File: config.mk
export PLATFORM = sky130hd
export DESIGN_NAME = ipw_identify
export DESIGN_NICKNAME = d
export VERILOG_FILES = /design/src/rtl/ipw_pkg.sv /design/src/rtl/ipw_identify.sv
export SDC_FILE = /design/constraint.sdc
export NUM_CORES = 1
export LEC_CHECK = 0
export BUFFER_PORTS_ARGS = -buffer_cell sky130_fd_sc_hd__buf_2
export CORE_MARGIN = 5
export CORE_UTILIZATION = 55
export DETAILED_ROUTE_END_ITERATION = 8
export GPL_ROUTABILITY_DRIVEN = 0
export GPL_TIMING_DRIVEN = 0
export PLACE_DENSITY = 0.73
export SLEW_MARGIN = 20
export SYNTH_ARGS = -nofsm -noshare
export SYNTH_HDL_FRONTEND = slang
export SYNTH_SLANG_ARGS = --single-unit
export TNS_END_PERCENT = 20
File: constraint.sdc
create_clock -name ref_clk -period 12.8 [get_ports ref_clk]
set_clock_uncertainty 0.2 [all_clocks]
set_input_delay 1.28 -clock ref_clk [delete_from_list [all_inputs] [get_ports ref_clk]]
set_output_delay 1.28 -clock ref_clk [all_outputs]
set_load 0.02 [all_outputs]
File: src/rtl/ipw_pkg.sv
// Purpose: Shared constants and carriers for the identify parameter word block
// Assumes: Avalon-MM slave with 32-bit data and byte addresses
// Notes: Word numbers and fixed field values of the 256-word identify block
package ipw_pkg;

    // Register byte offsets
    localparam logic [7:0] IPW_OFF_CTRL = 8'h00;
    localparam logic [7:0] IPW_OFF_STATUS = 8'h04;
    localparam logic [7:0] IPW_OFF_DATA = 8'h08;
    localparam logic [7:0] IPW_OFF_CUR_CHS = 8'h0C;
    localparam logic [7:0] IPW_OFF_MODES = 8'h10;

    // Control register bits
    localparam int IPW_CTRL_START = 0;
    localparam int IPW_CTRL_ALT_LOW = 1;
    localparam int IPW_CTRL_STANDBY = 2;
    localparam int IPW_CTRL_IORDY = 3;

    // Register field positions
    localparam int IPW_STAT_XFER = 16;
    localparam int IPW_CHS_HEADS_LSB = 16;
    localparam int IPW_CHS_SPT_LSB = 24;
    localparam int IPW_MODES_DMA_LSB = 16;
    localparam int IPW_MODES_PIO_LSB = 18;
    localparam int IPW_DMA_SEL_LSB = 8;
    localparam int IPW_DMA_MODES = 3;

    // Identify word numbers
    localparam logic [7:0] IPW_W_CONFIG = 8'h00;
    localparam logic [7:0] IPW_W_DEF_CYL = 8'h01;
    localparam logic [7:0] IPW_W_DEF_HEADS = 8'h03;
    localparam logic [7:0] IPW_W_DEF_SPT = 8'h06;
    localparam logic [7:0] IPW_W_CAP_MSW = 8'h07;
    localparam logic [7:0] IPW_W_CAP_LSW = 8'h08;
    localparam logic [7:0] IPW_W_SERIAL_LO = 8'h0A;
    localparam logic [7:0] IPW_W_SERIAL_HI = 8'h13;
    localparam logic [7:0] IPW_W_ECC = 8'h16;
    localparam logic [7:0] IPW_W_FW_LO = 8'h17;
    localparam logic [7:0] IPW_W_FW_HI = 8'h1A;
    localparam logic [7:0] IPW_W_MODEL_LO = 8'h1B;
    localparam logic [7:0] IPW_W_MODEL_HI = 8'h2E;
    localparam logic [7:0] IPW_W_MULT_MAX = 8'h2F;
    localparam logic [7:0] IPW_W_CAPS = 8'h31;
    localparam logic [7:0] IPW_W_PIO = 8'h33;
    localparam logic [7:0] IPW_W_VALID = 8'h35;
    localparam logic [7:0] IPW_W_CUR_CYL = 8'h36;
    localparam logic [7:0] IPW_W_CUR_HEADS = 8'h37;
    localparam logic [7:0] IPW_W_CUR_SPT = 8'h38;
    localparam logic [7:0] IPW_W_CUR_CAP_LSW = 8'h39;
    localparam logic [7:0] IPW_W_CUR_CAP_MSW = 8'h3A;
    localparam logic [7:0] IPW_W_MULT_SET = 8'h3B;
    localparam logic [7:0] IPW_W_LBA_LSW = 8'h3C;
    localparam logic [7:0] IPW_W_LBA_MSW = 8'h3D;
    localparam logic [7:0] IPW_W_DMA = 8'h3F;
    localparam logic [7:0] IPW_W_LAST = 8'hFF;

    // Fixed field values
    localparam logic [5:0] IPW_CFG_LOW_PREF = 6'h00;
    localparam logic [5:0] IPW_CFG_LOW_ALT = 6'h0A;
    localparam logic [15:0] IPW_ECC_COUNT = 16'h0004;
    localparam logic [7:0] IPW_MULT_HI = 8'h80;
    localparam logic [7:0] IPW_MULT_VALID = 8'h01;
    localparam logic [7:0] IPW_SPACE = 8'h20;
    localparam logic [1:0] IPW_PIO_MAX = 2'h2;
    localparam logic [1:0] IPW_DMA_NONE = 2'h3;
    localparam int IPW_CAP_STANDBY = 13;
    localparam int IPW_CAP_IORDY = 11;
    localparam int IPW_CAP_IORDY_DIS = 10;
    localparam int IPW_CAP_LBA = 9;
    localparam int IPW_CAP_DMA = 8;

    // Transfer state of the data port
    typedef enum logic [0:0] {
        IPW_IDLE = 1'b0,
        IPW_SEND = 1'b1
    } ipw_xfer_e;

    // Avalon-MM request from the master
    typedef struct packed {
        logic [7:0] address;
        logic read;
        logic write;
        logic [31:0] writedata;
        logic [3:0] byteenable;
    } ipw_avm_req_s;

    // Avalon-MM answer to the master
    typedef struct packed {
        logic [31:0] readdata;
        logic waitrequest;
    } ipw_avm_rsp_s;

    // Whole state of the block
    typedef struct packed {
        logic waitreq;
        logic [31:0] rdata;
        ipw_xfer_e xfer;
        logic [7:0] idx;
        logic alt_low;
        logic standby_std;
        logic iordy_sup;
        logic [15:0] cur_cyl;
        logic [7:0] cur_heads;
        logic [7:0] cur_spt;
        logic [7:0] mult_cur;
        logic [1:0] dma_sel;
        logic [1:0] pio_mode;
    } ipw_state_s;

endpackage

File: src/rtl/ipw_identify.sv
// Purpose: Identify-device parameter block served word by word over Avalon-MM
// Assumes: One clock, asynchronous active-high reset, master holds requests
// Notes: Geometry, strings and limits are parameters; active settings are registers
//
// The register addresses and the Avalon-MM slave port were chosen for this implementation.
`timescale 1ns/1ns
module ipw_identify #(
    parameter logic [15:0] CFG_HIGH = 16'h0040, // Arbitrary value, upper config bits
    parameter logic [15:0] DEF_CYL = 16'h0100,
    parameter logic [7:0] DEF_HEADS = 8'h10,
    parameter logic [7:0] DEF_SPT = 8'h3F,
    parameter logic [7:0] MULT_MAX = 8'h01,
    parameter logic [1:0] DMA_MAX = 2'h2,
    parameter logic ADV_PIO = 1'b0,
    parameter logic [159:0] SERIAL_TEXT = "SN0000000001",
    parameter logic [63:0] FW_TEXT = "REV1",
    parameter logic [319:0] MODEL_TEXT = "FLASH STORAGE CARD"
) (
    input wire logic ref_clk,
    input wire logic reset,
    input wire ipw_pkg::ipw_avm_req_s avm_req,
    output ipw_pkg::ipw_avm_rsp_s avm_rsp
);
    import ipw_pkg::*;

    // Replace leading zero bytes by spaces, leaving text right-aligned
    function automatic logic [319:0] pad_right_align(input logic [319:0] t, input int n);
        logic [319:0] r;
        logic lead;
        r = t;
        lead = 1'b1;
        for (int i = n - 1; i >= 0; i--) begin
            if (lead && r[i*8 +: 8] == 8'h00) begin
                r[i*8 +: 8] = IPW_SPACE;
            end else begin
                lead = 1'b0;
            end
        end
        return r;
    endfunction

    // Shift text to the top and fill the tail with spaces
    function automatic logic [319:0] pad_left_align(input logic [319:0] t, input int n);
        logic [319:0] r;
        int lead;
        r = t;
        lead = 0;
        for (int i = n - 1; i >= 0; i--) begin
            if (r[i*8 +: 8] == 8'h00 && lead == n - 1 - i) begin
                lead = lead + 1;
            end
        end
        r = r << (lead * 8);
        for (int i = 0; i < n; i++) begin
            if (i < lead) begin
                r[i*8 +: 8] = IPW_SPACE;
            end
        end
        return r;
    endfunction

    localparam logic [319:0] SERIAL_PAD = pad_right_align({160'h0, SERIAL_TEXT}, 20);
    localparam logic [319:0] FW_PAD = pad_left_align({256'h0, FW_TEXT}, 8);
    localparam logic [319:0] MODEL_PAD = pad_left_align(MODEL_TEXT, 40);
    localparam logic [31:0] TOTAL_SECT = 32'(DEF_CYL * DEF_HEADS * DEF_SPT);

    ipw_state_s q;
    ipw_state_s d;
    logic [31:0] cur_cap;
    logic [15:0] cur_word;
    logic [31:0] reg_rd;
    logic [31:0] wr_merged;

    // Current capacity follows the active translation
    assign cur_cap = 32'(q.cur_cyl * q.cur_heads * q.cur_spt);

    // One identify word selected by number
    function automatic logic [15:0] ident_word(input ipw_state_s s, input logic [31:0] cap,
                                               input logic [7:0] n);
        logic [15:0] w;
        logic [7:0] k;
        w = 16'h0000;
        k = 8'h00;
        case (n)
            IPW_W_CONFIG: begin
                w = {CFG_HIGH[15:6], s.alt_low ? IPW_CFG_LOW_ALT : IPW_CFG_LOW_PREF};
                w[2] = 1'b0;
                w[0] = 1'b0;
            end
            IPW_W_DEF_CYL: w = DEF_CYL;
            IPW_W_DEF_HEADS: w = {8'h00, DEF_HEADS};
            IPW_W_DEF_SPT: w = {8'h00, DEF_SPT};
            IPW_W_CAP_MSW: w = TOTAL_SECT[31:16];
            IPW_W_CAP_LSW: w = TOTAL_SECT[15:0];
            IPW_W_ECC: w = IPW_ECC_COUNT;
            IPW_W_MULT_MAX: w = {IPW_MULT_HI, MULT_MAX};
            IPW_W_CAPS: begin
                w[IPW_CAP_STANDBY] = s.standby_std;
                w[IPW_CAP_IORDY] = s.iordy_sup;
                w[IPW_CAP_IORDY_DIS] = 1'b0;
                w[IPW_CAP_LBA] = 1'b1;
                w[IPW_CAP_DMA] = 1'b0;
            end
            IPW_W_PIO: w = {6'h00, s.pio_mode, 8'h00};
            IPW_W_VALID: w = {14'h0000, ADV_PIO, 1'b1};
            IPW_W_CUR_CYL: w = s.cur_cyl;
            IPW_W_CUR_HEADS: w = {8'h00, s.cur_heads};
            IPW_W_CUR_SPT: w = {8'h00, s.cur_spt};
            IPW_W_CUR_CAP_LSW: w = cap[15:0];
            IPW_W_CUR_CAP_MSW: w = cap[31:16];
            IPW_W_MULT_SET: w = {7'h00, 1'b1, s.mult_cur};
            IPW_W_LBA_LSW: w = TOTAL_SECT[15:0];
            IPW_W_LBA_MSW: w = TOTAL_SECT[31:16];
            IPW_W_DMA: begin
                // Selection one-hot, support cumulative, modes above 2 absent
                if (s.dma_sel != IPW_DMA_NONE) begin
                    w[IPW_DMA_SEL_LSB + 32'(s.dma_sel)] = 1'b1;
                end
                for (int i = 0; i < IPW_DMA_MODES; i++) begin
                    w[i] = (2'(i) <= DMA_MAX);
                end
            end
            default: begin
                if (n >= IPW_W_SERIAL_LO && n <= IPW_W_SERIAL_HI) begin
                    k = n - IPW_W_SERIAL_LO;
                    w = SERIAL_PAD[159 - 16 * k -: 16];
                end else if (n >= IPW_W_FW_LO && n <= IPW_W_FW_HI) begin
                    k = n - IPW_W_FW_LO;
                    w = FW_PAD[63 - 16 * k -: 16];
                end else if (n >= IPW_W_MODEL_LO && n <= IPW_W_MODEL_HI) begin
                    k = n - IPW_W_MODEL_LO;
                    w = MODEL_PAD[319 - 16 * k -: 16];
                end
            end
        endcase
        return w;
    endfunction

    // Word under the data port pointer
    assign cur_word = ident_word(q, cur_cap, q.idx);

    // Register read image
    always_comb begin
        reg_rd = 32'h0000_0000;
        case (avm_req.address)
            IPW_OFF_CTRL: begin
                reg_rd[IPW_CTRL_ALT_LOW] = q.alt_low;
                reg_rd[IPW_CTRL_STANDBY] = q.standby_std;
                reg_rd[IPW_CTRL_IORDY] = q.iordy_sup;
            end
            IPW_OFF_STATUS: begin
                reg_rd[7:0] = q.idx;
                reg_rd[IPW_STAT_XFER] = (q.xfer == IPW_SEND);
            end
            IPW_OFF_DATA: reg_rd[15:0] = (q.xfer == IPW_SEND) ? cur_word : 16'h0000;
            IPW_OFF_CUR_CHS: begin
                reg_rd[15:0] = q.cur_cyl;
                reg_rd[IPW_CHS_HEADS_LSB +: 8] = q.cur_heads;
                reg_rd[IPW_CHS_SPT_LSB +: 8] = q.cur_spt;
            end
            IPW_OFF_MODES: begin
                reg_rd[7:0] = q.mult_cur;
                reg_rd[IPW_MODES_DMA_LSB +: 2] = q.dma_sel;
                reg_rd[IPW_MODES_PIO_LSB +: 2] = q.pio_mode;
            end
            default: reg_rd = 32'h0000_0000;
        endcase
    end

    // Byte-lane merge of write data into the register image
    always_comb begin
        wr_merged = reg_rd;
        for (int b = 0; b < 4; b++) begin
            if (avm_req.byteenable[b]) begin
                wr_merged[b*8 +: 8] = avm_req.writedata[b*8 +: 8];
            end
        end
    end

    // Next-state logic: bus handshake, register writes, data port walk
    always_comb begin
        d = q;
        d.waitreq = 1'b1;
        if (avm_req.read || avm_req.write) begin
            if (q.waitreq) begin
                // Answer cycle: drop waitrequest with data ready
                d.waitreq = 1'b0;
                if (avm_req.read) begin
                    d.rdata = reg_rd;
                end
            end else if (avm_req.write) begin
                // Write takes effect at the accepting edge
                case (avm_req.address)
                    IPW_OFF_CTRL: begin
                        d.alt_low = wr_merged[IPW_CTRL_ALT_LOW];
                        d.standby_std = wr_merged[IPW_CTRL_STANDBY];
                        d.iordy_sup = wr_merged[IPW_CTRL_IORDY];
                        if (wr_merged[IPW_CTRL_START]) begin
                            d.xfer = IPW_SEND;
                            d.idx = IPW_W_CONFIG;
                        end
                    end
                    IPW_OFF_CUR_CHS: begin
                        d.cur_cyl = wr_merged[15:0];
                        d.cur_heads = wr_merged[IPW_CHS_HEADS_LSB +: 8];
                        d.cur_spt = wr_merged[IPW_CHS_SPT_LSB +: 8];
                    end
                    IPW_OFF_MODES: begin
                        if (wr_merged[7:0] <= MULT_MAX) begin
                            d.mult_cur = wr_merged[7:0];
                        end
                        if (wr_merged[IPW_MODES_DMA_LSB +: 2] <= DMA_MAX ||
                            wr_merged[IPW_MODES_DMA_LSB +: 2] == IPW_DMA_NONE) begin
                            d.dma_sel = wr_merged[IPW_MODES_DMA_LSB +: 2];
                        end
                        if (wr_merged[IPW_MODES_PIO_LSB +: 2] <= IPW_PIO_MAX) begin
                            d.pio_mode = wr_merged[IPW_MODES_PIO_LSB +: 2];
                        end
                    end
                    default: d.rdata = q.rdata;
                endcase
            end else if (avm_req.address == IPW_OFF_DATA) begin
                // Data port read steps through the block in order
                case (q.xfer)
                    IPW_SEND: begin
                        d.idx = q.idx + 8'h01;
                        if (q.idx == IPW_W_LAST) begin
                            d.xfer = IPW_IDLE;
                        end
                    end
                    IPW_IDLE: d.idx = q.idx;
                    default: d.xfer = IPW_IDLE;
                endcase
            end
        end
    end

    // State register
    always_ff @(posedge ref_clk or posedge reset) begin
        if (reset) begin
            q <= '{waitreq: 1'b1, rdata: 32'h0000_0000, xfer: IPW_IDLE, idx: 8'h00,
                   alt_low: 1'b0, standby_std: 1'b0, iordy_sup: 1'b1,
                   cur_cyl: DEF_CYL, cur_heads: DEF_HEADS, cur_spt: DEF_SPT,
                   mult_cur: 8'h00, dma_sel: IPW_DMA_NONE, pio_mode: 2'h0};
        end else begin
            q <= d;
        end
    end

    assign avm_rsp.readdata = q.rdata;
    assign avm_rsp.waitrequest = q.waitreq;

    // Helper views for checks
    logic [15:0] w_cfg;
    logic [15:0] w_caps;
    logic [15:0] w_dma;
    logic [15:0] w_mult;
    logic [15:0] w_valid;
    logic acc_data_rd;
    assign w_cfg = ident_word(q, cur_cap, IPW_W_CONFIG);
    assign w_caps = ident_word(q, cur_cap, IPW_W_CAPS);
    assign w_dma = ident_word(q, cur_cap, IPW_W_DMA);
    assign w_mult = ident_word(q, cur_cap, IPW_W_MULT_SET);
    assign w_valid = ident_word(q, cur_cap, IPW_W_VALID);
    assign acc_data_rd = avm_req.read && !q.waitreq && avm_req.address == IPW_OFF_DATA;

    // Data port read seen at the edge that loads its answer
    logic data_ask;
    assign data_ask = avm_req.read && q.waitreq && avm_req.address == IPW_OFF_DATA
        && q.xfer == IPW_SEND;
endmodule

==> flow_metrics.py <==
metrics = {
    "outcome": {
        "status": "finished clean",
    },
    "job": {
        "timing.max_cap.violations": 0,
    },
    "power_and_ir_drop": {
        "irDropWorstVdd_uv": 57.8,
        "power.static_leakage_nw": 8.91,
        "sequentialPowerShare": 0.456,
        "report.power.total_mw": 0.647,
        "power_density_nw_per_um2": 35.6,
        "total_switching_power_mw": 0.194,
        "switching_share": 0.301,
        "p_int_mw": 0.452,
        "power.combinational.fraction": 0.105,
        "clockPowerShare": 0.439,
    },
    "cells_and_area": {
        "num-nets-final": 2506,
        "area_growth_pct": 7.21,
        "drive_gt1_frac": 0.0967,
        "antenna_cells": 0,
    },
    "timing": {
        "period_share": 0.958,
        "final-hold-violation-count": 0,
        "setup_total_negative_slack_ns": 0,
        "timing.final.crit_period_ns": 12.26,
        "timing.max_slew.rel_slack": 0.253,
        "worstMarginPinSlew_ns": 1.12,
        "max_slew_violation_count": 0,
        "grt_setup_unrepaired": "false",
        "report.final.setup_viol": 0,
        "max_freq_ghz": 0.0815,
    },
    "worst_setup_path": {
        "rr_endpoint": "q[4]",
        "worstSetupPathType": "flip-flop to flip-flop",
        "crit_path_frequent_cell": "fa_1",
        "crit_slowest_cell": "a2111oi_1",
        "cp.arrival_ns": 12.32,
        "crit_path_start_kind": "flip-flop",
        "timing.critical_path.fanout_max": 10,
        "critical-path-max-stage-delay_ns": 1.01,
        "cp.required_ns": 12.86,
        "timing.reg2reg.worst_path_depth": 34,
        "endpoint_kind": "flip-flop",
        "timing.reg2reg.setup_slack_ns": 0.54,
        "rr_startpoint": "q[22]",
    },
    "drt": {
        "drtIter0Drc": 1617,
        "dr.pass1.iters": 6,
        "wl_um": 53600,
        "vias_per_cell": 6.14,
        "ant_nets": 0,
        "routed_wire_length_per_instance_um": 21.1,
        "remaining_design_rule_violation_count": 0,
        "dr_total_vias": 15600,
    },
    "floorplanning": {
        "die_h_um": 185,
        "initial_utilization": 0.555,
        "fp.dieArea_um2": 34400,
        "floorplan.io_pins": 81,
        "rows": 64,
        "die_w_um": 185,
        "fp.coreArea_um2": 30500,
    },
    "clock_network": {
        "clock_tree_from_tritoncts": "built",
        "cts_post_setup_buffers_inserted": 0,
        "cts.repair.resized": 0,
        "sink_count_of_the_clock_tree": 89,
        "cts_max_level": 3,
        "ctsHoldBuffers": 0,
        "clkTransAtPathRegs_ns": 0.08,
        "clock_insertion_delay_worst_skew_ns": 0.38,
        "cts_root_buf": "clkbuf_16",
        "clock_tree.buffer_depth": 2,
        "tritoncts_buffer_count": 9,
    },
    "synthesis": {
        "yosysTopAreaCellShare": 0.256,
        "synth-warning-count": 0,
        "yosys-top-cells-count": "nand2_1, inv_1, and2_1",
        "synth.area.mux_share": 0.0257,
        "synth-adder-area-share": 0.334,
        "yosysMostFrequentCell": "nand2_1",
        "synth-edff-count": 0,
        "synth_top_family_by_area": "adder cells",
        "yosysUniqueCellTypes": 88,
        "synth-seq-area-share": 0.133,
        "synthXorXnorAreaFrac": 0.0268,
        "synth_top_flop_cell": "dfrtp_1",
        "synth_top_cell_by_area": "fa_1",
        "synth-compound-area-share": 0.145,
        "async_s_r_ff_share_synth": 1.00,
        "synthesis.instances": 2047,
        "synth_area_leaders": "fa_1, dfrtp_1, and2_1",
        "synth_simple_gate_area_share": 0.234,
        "synth.net_count": 2417,
        "postSynthAreaPerCell_um2": 8.26,
        "register_bit_count_reported_by_yosys": 89,
        "syn-cell-area_um2": 16900,
    },
    "min_path": {
        "worst_hold_path.endpoint": "avm_rsp[24]",
        "hold_path_startpoint": "avm_rsp[24]",
        "hold_path_depth": 2,
        "min_path_type": "flip-flop to flip-flop",
    },
    "global_routing": {
        "pin_count_of_the_biggest_net_entering_global_routing": 68,
        "antenna_found_initial": 1,
        "grt_use_met2": 0.513,
        "first_pass_grt_wire_length_um": 84500,
        "first_global_vias": 15400,
        "grt_overflow_total": 0,
        "grt.total_usage": 0.314,
        "met3_usage": 0.0650,
        "top_usage_layer": "met2",
        "grt.met1_usage": 0.412,
    },
    "place": {
        "dp.final_hpwl_um": 42900,
        "place.port_buffers": 77,
    },
}
-- flip-flops by register name, summed over array words and instances, names as in the netlist --
register	count
avm_rsp	33
q	56
-- cell type report --
type                       instances  area [um2]
sequential                        89        2240
fill                            2779       12400
tap                              396         495
buffer                           145         707
clock buffer                      10         239
clock inverter                     6        61.3
inverter                         271        1020
timing repair buffer              78         413
multi-input combinational       1542       13000
-- power by group through the flow --
stage / registers, mW / clock network, mW / logic (mW)
2_1_floorplan: 0.296 / 0 / 0.0383
3_3_place_gp: 0.300 / 0 / 0.0650
3_5_place_dp: 0.300 / 0 / 0.0666
4_1_cts: 0.294 / 0.289 / 0.0670
5_1_grt: 0.295 / 0.296 / 0.0727
6_report: 0.295 / 0.284 / 0.0678
-- per-layer routing --
layer	part of all wire	vias to the layer above
met2	0.46	894
met3	0.099	187
met1	0.39	7586
met4	0.048	0
li1	-	6915
met5	0	-
-- worst max-delay path, delay by kind of cell (launching register included) --
kind | cells | cell delay, ns
AO/OA/AOI/OAI | 9 | 3.56
adder cells (fa/ha/maj) | 10 | 4.89
buffers and inverters | 7 | 0.87
flip-flops | 1 | 0.63
multiplexers | 1 | 0.35
AND/OR/NAND/NOR | 7 | 1.62
-- cell usage in the layout, fill, tap and decap left out, drive strengths merged, types with 16 or more instances in the layout --
| cell | synthesis | final |
|---|---|---|
| a211oi | 16 | 16 |
| a21o | 16 | 16 |
| a21oi | 67 | 67 |
| a31oi | 25 | 25 |
| and2 | 223 | 223 |
| and3 | 20 | 20 |
| buf | 59 | 137 |
| clkbuf | 86 | 96 |
| dfrtp | 77 | 77 |
| fa | 216 | 216 |
| ha | 106 | 106 |
| inv | 269 | 271 |
| mux2 | 24 | 24 |
| mux2i | 16 | 16 |
| nand2 | 272 | 272 |
| nand3 | 43 | 43 |
| nor2 | 86 | 86 |
| nor2b | 19 | 19 |
| nor3 | 29 | 29 |
| o21ai | 75 | 75 |
| xnor2 | 31 | 31 |
| xor2 | 18 | 18 |
-- cell families after synthesis --
kind of cell | Yosys count
muxes | 40
DFF | 89
buffers and inverters | 416
and+or+nand+nor | 778
adders and majority gates | 322
xor gates and xnor gates | 50
AOI/OAI and AO/OA | 352
-- worst max-delay path by stage --
stage,slack (ns),to,start,depth (start not counted)
6_report,0.54,q[4],q[22],34
2_1_floorplan,3.07,q[4],q[24],35
4_1_cts,0.75,q[4],q[22],34
3_3_place_gp,0.59,q[4],q[22],34
3_5_place_dp,0.79,q[4],q[22],34
5_1_grt,0.15,q[4],q[22],34
-- stage by stage --
stage / hold WS [ns] / setup WS (ns) / util / cell area (um2) / instances
4_1_cts: 0.276 / 0.754 / 0.594 / 18100 / 2537
2_1_floorplan: 0.240 / 3.07 / - / 16900 / 2047
6_report: 0.274 / 0.536 / 0.594 / 18100 / 2537
5_1_grt: 0.297 / 0.155 / 0.594 / 18100 / 2537
3_3_place_gp: 0.255 / 0.592 / 0.583 / 17800 / 2520
3_5_place_dp: 0.261 / 0.789 / 0.585 / 17800 / 2521
(Power assumes the default switching activity.)
